[config.mk]
export PLATFORM = sky130hd
export DESIGN_NAME = svm_top
export DESIGN_NICKNAME = d
export VERILOG_FILES = /design/src/rtl/svm_pkg.sv /design/src/rtl/svm_irq.sv /design/src/rtl/svm_sync3.sv /design/src/rtl/svm_top.sv
export SDC_FILE = /design/constraint.sdc
export NUM_CORES = 1
export LEC_CHECK = 0
export ABC_AREA = 1
export ABC_CLOCK_PERIOD_IN_PS = 1800
export BUFFER_PORTS_ARGS = -buffer_cell sky130_fd_sc_hd__buf_2
export CORE_MARGIN = 10
export CORE_UTILIZATION = 40
export CTS_CLUSTER_DIAMETER = 30
export DETAILED_ROUTE_END_ITERATION = 16
export PLACE_DENSITY = 0.8
export SYNTH_ARGS = -nofsm -noshare
export SYNTH_HDL_FRONTEND = slang
export SYNTH_HIERARCHICAL = 1
export SYNTH_SLANG_ARGS = --single-unit
[constraint.sdc]
create_clock -name clk_i -period 1.8 [get_ports clk_i]
set_input_delay 0.18 -clock clk_i [delete_from_list [all_inputs] [get_ports clk_i]]
set_output_delay 0.18 -clock clk_i [all_outputs]
set_load 0.01 [all_outputs]
[src/rtl/svm_pkg.sv]
// Constants and carrier types for the supply voltage monitor control block.
// Assumes a 32-bit classic Wishbone register bus and an analog comparator outside.
//
// How it works
// - A crossing of the trip point in the chosen direction sets the interrupt flag, which raises the interrupt when unmasked.
// - Control bit 15 powers the monitor; clearing it stops all detection activity.
// - With bit 13 set the monitor halts while the device idles, otherwise it keeps running.
// - Bit 11 picks the event: 1 means supply at or above the trip point, 0 below it.
// - Bit 10 is hardware-owned and shows that the band gap is stable.
// - Bit 9 shows that the internal reference is stable, and no interrupt flag is made while it is 0.
// - Bit 8 is hardware-owned and shows that a detection event is active.
// - Level code 1111 compares the external sense pin against the band gap instead of the supply.
// - Codes 1110 down to 0101 pick rising supply trip points and go straight to the comparator ladder.
// - Bits 31 to 16, 14, 12 and 7 to 4 read as zero and ignore writes.
// - Clear, set and invert aliases sit at the register address plus 4, 8 and 12.
// - In idle the clocks keep running, and only a monitor with its idle-stop bit set halts.
// - The module-disable input freezes the block, drops register writes and returns no valid reads.

package svm_pkg;
    localparam logic [15:0] CTRL_ADDR = 16'h2310;
    localparam logic [15:0] CLR_OFS = 16'h0004;
    localparam logic [15:0] SET_OFS = 16'h0008;
    localparam logic [15:0] INV_OFS = 16'h000c;
    localparam logic [15:0] INT_STAT_ADDR = 16'h2320;
    localparam logic [15:0] INT_MASK_ADDR = 16'h2324;

    localparam int ON_BIT = 15;
    localparam int IDLE_BIT = 13;
    localparam int DIR_BIT = 11;
    localparam int BG_BIT = 10;
    localparam int REF_BIT = 9;
    localparam int EVT_BIT = 8;
    localparam int LEVEL_LSB = 0;
    localparam int LEVEL_W = 4;

    localparam logic [31:0] WRITABLE_MASK = 32'h0000_a80f;
    localparam logic [31:0] IMPL_MASK = 32'h0000_af0f;
    localparam logic [31:0] CTRL_RESET = 32'h0000_0000;
    localparam logic [LEVEL_W-1:0] LEVEL_EXTERNAL = 4'hf;

    localparam int INT_W = 1;
    localparam logic [INT_W-1:0] INT_RESET = 1'h0;

    typedef struct packed {
        logic power;
        logic external_sel;
        logic dir;
        logic [LEVEL_W-1:0] level;
    } svm_analog_t;

    typedef struct packed {
        logic above;
        logic bandgap;
        logic reference;
    } svm_sense_t;
endpackage : svm_pkg

[src/rtl/svm_irq.sv]
// Sticky interrupt status with mask and one level interrupt output.
// Assumes events are one-cycle pulses; a read of the status clears it.
`timescale 1ns/1ps
`default_nettype none

module svm_irq #(
    parameter int W = svm_pkg::INT_W
) (
    input wire logic clk_i,              // Clock
    input wire logic rst_i,              // Synchronous reset
    input wire logic [W-1:0] event_i,    // Event pulses
    input wire logic rd_clear_i,         // Status read, clears all bits
    input wire logic mask_wr_i,          // Mask write strobe
    input wire logic [W-1:0] mask_dat_i, // Mask write data
    output logic [W-1:0] status_o,       // Sticky status
    output logic [W-1:0] mask_o,         // Mask, 1 enables
    output logic irq_o                   // Level interrupt
);
    typedef struct packed {
        logic [W-1:0] status;
        logic [W-1:0] mask;
    } svm_irq_state_t;

    svm_irq_state_t st;
    svm_irq_state_t next_st;

    if (W < 1 || W > 32) begin : g_chk
        $error("svm_irq needs W between 1 and 32");
    end

    always_comb begin
        next_st = st;
        // A new event in the clearing cycle survives
        next_st.status = (rd_clear_i ? '0 : st.status) | event_i;
        if (mask_wr_i) begin
            next_st.mask = mask_dat_i;
        end
    end

    always_ff @(posedge clk_i) begin
        if (rst_i) begin
            st <= '0;
        end else begin
            st <= next_st;
        end
    end

    assign status_o = st.status;
    assign mask_o = st.mask;
    assign irq_o = |(st.status & st.mask);
endmodule : svm_irq

`default_nettype wire

[src/rtl/svm_sync3.sv]
// Three-stage synchroniser with agreement filter, one lane per bit.
// Assumes inputs are asynchronous levels; a change counts once stages two and three agree.
`timescale 1ns/1ps
`default_nettype none

module svm_sync3 #(
    parameter int W = 3
) (
    input wire logic clk_i,           // Clock
    input wire logic rst_i,           // Synchronous reset
    input wire logic [W-1:0] async_i, // Asynchronous levels
    output logic [W-1:0] sync_o       // Filtered levels
);
    typedef struct packed {
        logic [W-1:0] s1;
        logic [W-1:0] s2;
        logic [W-1:0] s3;
        logic [W-1:0] val;
    } svm_sync_state_t;

    svm_sync_state_t st;
    svm_sync_state_t next_st;

    if (W < 1) begin : g_chk
        $error("svm_sync3 needs W of at least 1");
    end

    always_comb begin
        next_st = st;
        next_st.s1 = async_i;
        next_st.s2 = st.s1;
        next_st.s3 = st.s2;
        next_st.val = (st.s2 & st.s3) | (st.val & (st.s2 | st.s3));
    end

    always_ff @(posedge clk_i) begin
        if (rst_i) begin
            st <= '0;
        end else begin
            st <= next_st;
        end
    end

    assign sync_o = st.val;
endmodule : svm_sync3

`default_nettype wire

[src/rtl/svm_top.sv]
// Supply voltage monitor control: register slave, event logic and interrupt.
// Assumes a classic Wishbone master on clk_i and an analog comparator on sense_i.
`timescale 1ns/1ps
`default_nettype none

module svm_top #(
    parameter int ADDR_W = 16
) (
    input wire logic clk_i,                    // Clock, 125 MHz
    input wire logic rst_i,                    // Synchronous reset
    input wire logic wb_cyc_i,                 // Bus cycle
    input wire logic wb_stb_i,                 // Strobe
    input wire logic wb_we_i,                  // Write enable
    input wire logic [ADDR_W-1:0] wb_adr_i,    // Byte address
    input wire logic [3:0] wb_sel_i,           // Byte lanes
    input wire logic [31:0] wb_dat_i,          // Write data
    output logic [31:0] wb_dat_o,              // Read data
    output logic wb_ack_o,                     // Acknowledge
    input wire logic idle_mode_i,              // Device in idle
    input wire logic monitor_module_disable_i, // Module disable
    input wire svm_pkg::svm_sense_t sense_i,   // Analog status, async
    output svm_pkg::svm_analog_t analog_o,     // Analog controls
    output logic irq_o                         // Interrupt, level
);
    typedef struct packed {
        logic on;
        logic idle_stop;
        logic dir;
        logic [svm_pkg::LEVEL_W-1:0] level;
        logic bg_flag;
        logic ref_flag;
        logic evt_flag;
        logic ack;
        logic [31:0] rdata;
    } svm_state_t;

    svm_state_t st;
    svm_state_t next_st;
    svm_pkg::svm_sense_t sense;
    logic [svm_pkg::INT_W-1:0] int_status;
    logic [svm_pkg::INT_W-1:0] int_mask;
    logic req;
    logic run;
    logic match;
    logic evt_rise;
    logic rd_clear;
    logic mask_wr;
    logic md;
    logic [31:0] wmask;
    logic [31:0] wd;
    logic [31:0] cur;
    logic [31:0] upd;

    if (ADDR_W < 16 || ADDR_W > 32) begin : g_chk
        $error("svm_top needs ADDR_W between 16 and 32");
    end

    function automatic logic [31:0] lane_mask(input logic [3:0] sel);
        logic [31:0] m;
        m = '0;
        for (int i = 0; i < 4; i++) begin
            m[8*i +: 8] = {8{sel[i]}};
        end
        return m;
    endfunction : lane_mask

    function automatic logic hit(input logic [ADDR_W-1:0] a, input logic [15:0] b);
        logic [ADDR_W-1:0] bw;
        bw = ADDR_W'(b);
        return a[ADDR_W-1:2] == bw[ADDR_W-1:2];
    endfunction : hit

    function automatic logic [31:0] ctrl_image(input svm_state_t s);
        logic [31:0] v;
        v = svm_pkg::CTRL_RESET;
        v[svm_pkg::ON_BIT] = s.on;
        v[svm_pkg::IDLE_BIT] = s.idle_stop;
        v[svm_pkg::DIR_BIT] = s.dir;
        v[svm_pkg::BG_BIT] = s.bg_flag;
        v[svm_pkg::REF_BIT] = s.ref_flag;
        v[svm_pkg::EVT_BIT] = s.evt_flag;
        v[svm_pkg::LEVEL_LSB +: svm_pkg::LEVEL_W] = s.level;
        return v & svm_pkg::IMPL_MASK;
    endfunction : ctrl_image

    svm_sync3 #(
        .W($bits(svm_pkg::svm_sense_t))
    ) u_sync (
        .clk_i(clk_i),
        .rst_i(rst_i),
        .async_i(sense_i),
        .sync_o(sense)
    );

    assign md = monitor_module_disable_i;

    assign run = st.on && !(st.idle_stop && idle_mode_i) && !md;

    assign match = st.dir ? sense.above : !sense.above;

    always_comb begin
        next_st = st;
        req = wb_cyc_i && wb_stb_i && !st.ack;
        wmask = lane_mask(wb_sel_i) & svm_pkg::WRITABLE_MASK;
        wd = wb_dat_i & wmask;
        cur = ctrl_image(st);
        upd = cur;
        rd_clear = 1'b0;
        mask_wr = 1'b0;
        next_st.ack = req;
        if (req && wb_we_i && !md) begin
            if (hit(wb_adr_i, svm_pkg::CTRL_ADDR)) begin
                upd = (cur & ~wmask) | wd;
            end else if (hit(wb_adr_i, svm_pkg::CTRL_ADDR + svm_pkg::CLR_OFS)) begin
                upd = cur & ~wd;
            end else if (hit(wb_adr_i, svm_pkg::CTRL_ADDR + svm_pkg::SET_OFS)) begin
                upd = cur | wd;
            end else if (hit(wb_adr_i, svm_pkg::CTRL_ADDR + svm_pkg::INV_OFS)) begin
                upd = cur ^ wd;
            end
            mask_wr = hit(wb_adr_i, svm_pkg::INT_MASK_ADDR) && wb_sel_i[0];
        end
        next_st.on = upd[svm_pkg::ON_BIT];
        next_st.idle_stop = upd[svm_pkg::IDLE_BIT];
        next_st.dir = upd[svm_pkg::DIR_BIT];
        next_st.level = upd[svm_pkg::LEVEL_LSB +: svm_pkg::LEVEL_W];
        if (req && !wb_we_i) begin
            next_st.rdata = '0;
            if (md) begin
                // No valid data while the module is disabled
                next_st.rdata = '0;
            end else if (hit(wb_adr_i, svm_pkg::CTRL_ADDR) ||
                         hit(wb_adr_i, svm_pkg::CTRL_ADDR + svm_pkg::CLR_OFS) ||
                         hit(wb_adr_i, svm_pkg::CTRL_ADDR + svm_pkg::SET_OFS) ||
                         hit(wb_adr_i, svm_pkg::CTRL_ADDR + svm_pkg::INV_OFS)) begin
                next_st.rdata = cur;
            end else if (hit(wb_adr_i, svm_pkg::INT_STAT_ADDR)) begin
                next_st.rdata = 32'(int_status);
                rd_clear = 1'b1;
            end else if (hit(wb_adr_i, svm_pkg::INT_MASK_ADDR)) begin
                next_st.rdata = 32'(int_mask);
            end
        end
        // Frozen state models the stopped module clock
        if (!md) begin
            next_st.bg_flag = run && sense.bandgap;
            next_st.ref_flag = run && sense.reference;
            next_st.evt_flag = run && sense.reference && match;
        end
    end

    always_ff @(posedge clk_i) begin
        if (rst_i) begin
            st <= '0;
        end else begin
            st <= next_st;
        end
    end

    assign evt_rise = next_st.evt_flag && !st.evt_flag && !md;

    svm_irq #(
        .W(svm_pkg::INT_W)
    ) u_irq (
        .clk_i(clk_i),
        .rst_i(rst_i),
        .event_i(evt_rise),
        .rd_clear_i(rd_clear),
        .mask_wr_i(mask_wr),
        .mask_dat_i(wb_dat_i[svm_pkg::INT_W-1:0]),
        .status_o(int_status),
        .mask_o(int_mask),
        .irq_o(irq_o)
    );

    assign wb_ack_o = st.ack;
    assign wb_dat_o = st.rdata;
    assign analog_o.power = run;
    assign analog_o.external_sel = st.level == svm_pkg::LEVEL_EXTERNAL;
    assign analog_o.dir = st.dir;
    assign analog_o.level = st.level;
endmodule : svm_top

`default_nettype wire

==> flow_summary.json, run 1 <==
{
  "skew_ns": 0.00769,
  "firstDrtPassIters": 4,
  "crit_type": "reg2out",
  "rows": 27,
  "vias": 2059,
  "synthTopCellsByCount": "nand2_1 (92), dfxtp_1 (35), inv_1 (34), nor2_1 (34), buf_4 (31)",
  "ys.flop_type": "dfxtp_1",
  "maxCapViolCount": 0,
  "io_buffers": 51,
  "fp.dieW_um": 96.9,
  "synth_cells": 334,
  "clk_path_buf_depth": 2,
  "insertion_delay_ns": 0.29,
  "io-pin-count": 103,
  "post-route-min-period_ns": 1.58,
  "start_util": 0.422,
  "overflow": 0,
  "grt_pass1_wl_um": 9350,
  "post-synth-top-area-cell": "dfxtp_1",
  "die_y_um": 96.9,
  "ctsHoldBuffers": 0,
  "hold_path.class": "in2reg",
  "die_area_um2": 9400,
  "syn_area_um2": 2370,
  "max_freq_mhz": 634,
  "nNetsFinal": 458,
  "synth_seq_cells": 35,
  "viasPerCell": 4.53,
  "post_route_cells_drive_above_1_share": 0.266,
  "async_flop_share": 0,
  "route.detailed.wl_per_inst_um": 12.3,
  "grt_antenna_before_repair": 1,
  "cts_tree": "yes",
  "dpl.hpwl_um": 4600,
  "fin_crit_sh": 0.876,
  "critical_path_arrival_ns": 1.40,
  "status": "finished clean",
  "grt_max_degree": 21,
  "clkSinkCount": 35,
  "finalSetupViolCount": 0,
  "cp_max_fo": 3,
  "cts-resized-gates": 0,
  "first_iter_violations": 99,
  "gp_congestion": 0.825,
  "clockRootBuffer": "clkbuf_8",
  "seq_area_frac_synth": 0.296,
  "setup_tns_ns": 0,
  "drc": 0,
  "fin_ws_ns": 0.224,
  "critPathCaptureType": "output port",
  "track_usage": 0.115,
  "yosys_warnings": 6,
  "placed_area_um2": 2570,
  "irDropWorstVdd_uv": 510,
  "netlist-cell-type-count": 32,
  "cts_buffers": 5,
  "slew_violations": 0,
  "antenna_cells": 0,
  "wirelength_um": 5580,
  "rsz0062_at_grt": "false",
  "hold_viol_final": 0,
  "ys_top_cells_by_area": "dfxtp_1 (30%), nand2_1 (15%), buf_4 (9.8%)",
  "critPathRequiredTime_ns": 1.62,
  "place_ws_ns": 0.281,
  "power_density_nw_per_um2": 572,
  "cts_setup_buffers": 0,
  "grt_pass1_vias": 2049,
  "area_delta_synth_final_pct": 12.0,
  "antenna_left": 0,
  "cts.clk_slew.worst_paths_ns": 0.07,
  "final_area_um2": 2650,
  "syn_area_per_cell_um2": 7.09,
  "htreeDepth": 2,
  "worst_setup_path_start_kind": "register",
  "synth-edff-count": 0,
  "yosysMostFrequentCell": "nand2_1",
  "p_leak_nw": 1.34,
  "core-area_um2": 5610,
  "synth_top_area_share": 0.296
}
## worst max-delay path: stages (launching register included)
cell and delay [ns]:
dfxtp_1 0.34, inv_1 0.07, nor2_1 0.13, a21boi_0 0.36
buf_2 0.21
## layout make-up
type	count	area, um^2
multi-input combinational	246	1340
inverter	39	151
clock inverter	2	12.5
sequential	35	701
clock buffer	6	72.6
fill	588	2960
timing repair buffer	55	285
tap	72	90.1
## metal layers
layer  up-vias  wire length [um]  GRT usage
li1       1083                 -          -
met1       905              2500      0.128
met2        60              2620      0.198
met3         9               358     0.0426
met4         2                85     0.0372
met5         -                13          0
## cells in the final DEF (no fill, tap or decap), drive strengths merged
cell        n
nand2     100
buf        55
nor2       48
inv        39
dfxtp      35
conb       22
nand3      22
a21oi      19
ha         14
o21ai       7
clkbuf      6
nand3b      5
nor3        3
nor4        2
nand4       2
a21boi      1
xor2        1
clkinv      1
clkinvlp    1
## kinds of logic after synthesis
family          share of synthesized area
simple gates                        0.382
buf+inv                             0.172
flops                               0.296
compound gates                     0.0708
fa+ha+maj                          0.0740
xor+xnor                          0.00370
other cells                       0.00158
## metrics by stage
step,util,power (mW),std cells,hold slack (ns)
6_report,0.473,1.52,455,0.0843
3_5_place_dp,0.458,0.980,447,0.387
4_1_cts,0.473,1.53,455,0.0841
2_1_floorplan,-,0.951,355,0.242
3_3_place_gp,0.458,0.975,447,0.378
5_1_grt,0.473,1.59,455,0.116
## final timing paths
check | to | start | slack (ns) | depth (start not counted)
worst max-delay path | analog_o[6] | register | 0.22 | 4
worst min-delay path | u_sync/next_st[8] | sense_i[2] | 0.08 | 3
worst max register to register | u_irq/status_o | register | 0.28 | 9
worst min register to register | u_sync/next_st[4] | u_sync/next_st[7] | 0.41 | 2
## report_power, final
group	leakage (nW)	switching [mW]	total, mW	internal, mW
logic	1.02	0.116	0.175	0.0595
registers	0.284	0.00523	0.790	0.784
clock network	0.0412	0.282	0.552	0.270
No activity file was read; power rests on OpenSTA's default activity.
==> run 2, diff against run 1 <==
ABC_AREA = unset   (was 1)
PLACE_DENSITY = 0.83   (was 0.8)
==> flow_summary.json, run 2 <==
{
  "clk_path_buf_depth": 2,
  "drc": 0,
  "insertion_delay_ns": 0.29,
  "hold_viol_final": 0,
  "critPathCaptureType": "register",
  "worst_setup_path_start_kind": "primary input",
  "post-route-min-period_ns": 1.70,
  "grt_pass1_vias": 1670,
  "power.total_mw": 1.66,
  "cp_max_fo": 3,
  "synth_top_area_share": 0.342,
  "io-pin-count": 103,
  "irDropWorstVdd_uv": 493,
  "clkSinkCount": 35,
  "clockRootBuffer": "clkbuf_8",
  "antenna_cells": 0,
  "io_buffers": 51,
  "worstPathCellList": "buf_2 -> or4b_4 -> or4_1 -> or3_4 -> o32ai_2",
  "place_ws_ns": -0.217,
  "whs_path_depth": 2,
  "critical_path_arrival_ns": 1.91,
  "layout_commonest_cell": "buf_2",
  "hold_path.class": "in2reg",
  "synth_seq_cells": 35,
  "core-area_um2": 4850,
  "wl_met1_um": 2020,
  "async_flop_share": 0,
  "ys.flop_type": "dfxtp_1",
  "gp_congestion": 0.805,
  "stdcell_count": 361,
  "seq_area_frac_synth": 0.342,
  "setup_tns_ns": 0,
  "htreeDepth": 2,
  "cts_tree": "yes",
  "firstDrtPassIters": 4,
  "ff2ff_path_depth": 5,
  "crit_type": "in2reg",
  "post_route_cells_drive_above_1_share": 0.316,
  "yosys_warnings": 6,
  "cts.clk_slew.worst_paths_ns": 0.07,
  "max_freq_mhz": 587,
  "viasPerCell": 4.87,
  "start_util": 0.422,
  "skew_ns": 0.00571,
  "slowest_delay_ns": 0.53,
  "synth-edff-count": 0,
  "fp.dieW_um": 91.6,
  "area_delta_synth_final_pct": 19.2,
  "route.detailed.wl_per_inst_um": 14.2,
  "top_layer": "met4",
  "status": "finished clean",
  "finalSetupViolCount": 0,
  "finalCoreUtilization": 0.504,
  "die_y_um": 91.6,
  "holdWs_ns": 0.0960,
  "cts_buffers": 5,
  "slew_violations": 0,
  "wl_met2_um": 2600,
  "first_iter_violations": 73,
  "syn_area_um2": 2050,
  "fin_crit_sh": 0.947,
  "nNetsFinal": 369,
  "grt_pass1_wl_um": 8000,
  "vias": 1758,
  "overflow": 0,
  "track_usage": 0.117,
  "rows": 25,
  "die_area_um2": 8380,
  "cts_setup_buffers": 0,
  "netlist-cell-type-count": 44,
  "layout_common_cells": "buf_2 (51), dfxtp_1 (35), nand2_1 (25)",
  "critPathRequiredTime_ns": 2.01,
  "synthTopCellsByCount": "dfxtp_1 (35), buf_4 (31), nand2_1 (25)",
  "syn_area_per_cell_um2": 8.61,
  "wirelength_um": 5130,
  "dpl.hpwl_um": 4120,
  "ys_top_cells_by_area": "dfxtp_1 (34%), buf_4 (11%), ha_1 (8.6%)",
  "ctsHoldBuffers": 0,
  "p_leak_nw": 1.05,
  "antenna_left": 0,
  "final_area_um2": 2440,
  "critPathSlowestCell": "or4b_4",
  "fin_ws_ns": 0.0961,
  "grt_max_degree": 15,
  "route.met3.wl_um": 443,
  "yosysMostFrequentCell": "dfxtp_1",
  "grt_antenna_before_repair": 0,
  "power_density_nw_per_um2": 681,
  "placed_area_um2": 2330,
  "maxCapViolCount": 0,
  "rsz0062_at_grt": "false",
  "cts-resized-gates": 0,
  "place_inst": 353,
  "post-synth-top-area-cell": "dfxtp_1",
  "synth_cells": 238
}
run 2: cell count changes in the layout (fill, tap and decap cells not counted), sizes merged, moves of 4 or more:
cell    before  now
nand2      100   25
nor2        48   17
inv         39   10
nand3       22    1
buf         55   66
nor2b        0   10
a32oi        0    8
nand2b       0    5
nor4         2    6
or3          0    4
run 2: path summary, 6_finish.rpt:
path                          start                 to  slack [ns]
setup / recovery       wb_adr_i[12]           register         0.1
hold / removal           sense_i[1]  u_sync/next_st[7]         0.1
setup reg to reg           wb_ack_o           register        0.22
hold reg to reg   u_sync/next_st[7]  u_sync/next_st[4]        0.44
run 2: critical path, delay by kind of cell:
family | cells | cell delay, ns
AOI/OAI and AO/OA | 1 | 0.21
and+or+nand+nor | 3 | 1.43
buffers and inverters | 1 | 0.10
run 2: logic make-up after synthesis:
group | after synthesis | share of synthesized area
adder cells (fa/ha/maj) | 14 | 0.0855
buffers and inverters | 49 | 0.151
flip-flops | 35 | 0.342
XOR/XNOR | 1 | 0.00428
AND/OR/NAND/NOR | 82 | 0.223
multiplexers | 2 | 0.0104
AO/OA/AOI/OAI | 54 | 0.182
other | 1 | 0.00183
run 2: layer usage:
metal	vias to the layer above	track usage
li1	897	-
met4	0	0.0366
met2	56	0.208
met5	-	0
met3	8	0.0543
met1	797	0.118
run 2: power by group:
| part | internal, mW | switching, mW |
|---|---|---|
| clock | 0.412 | 0.288 |
| combinational | 0.0693 | 0.108 |
| sequential | 0.783 | 0.00350 |
| total | 1.26 | 0.399 |
run 2: area by class of cell:
cell class	instances	area, um^2
Tap cell	67	83.8
Inverter	10	37.5
Clock buffer	5	68.8
Fill cell	479	2410
Timing Repair Buffer	66	368
Multi-Input combinational cell	175	1140
Clock inverter	3	43.8
Sequential cell	35	701
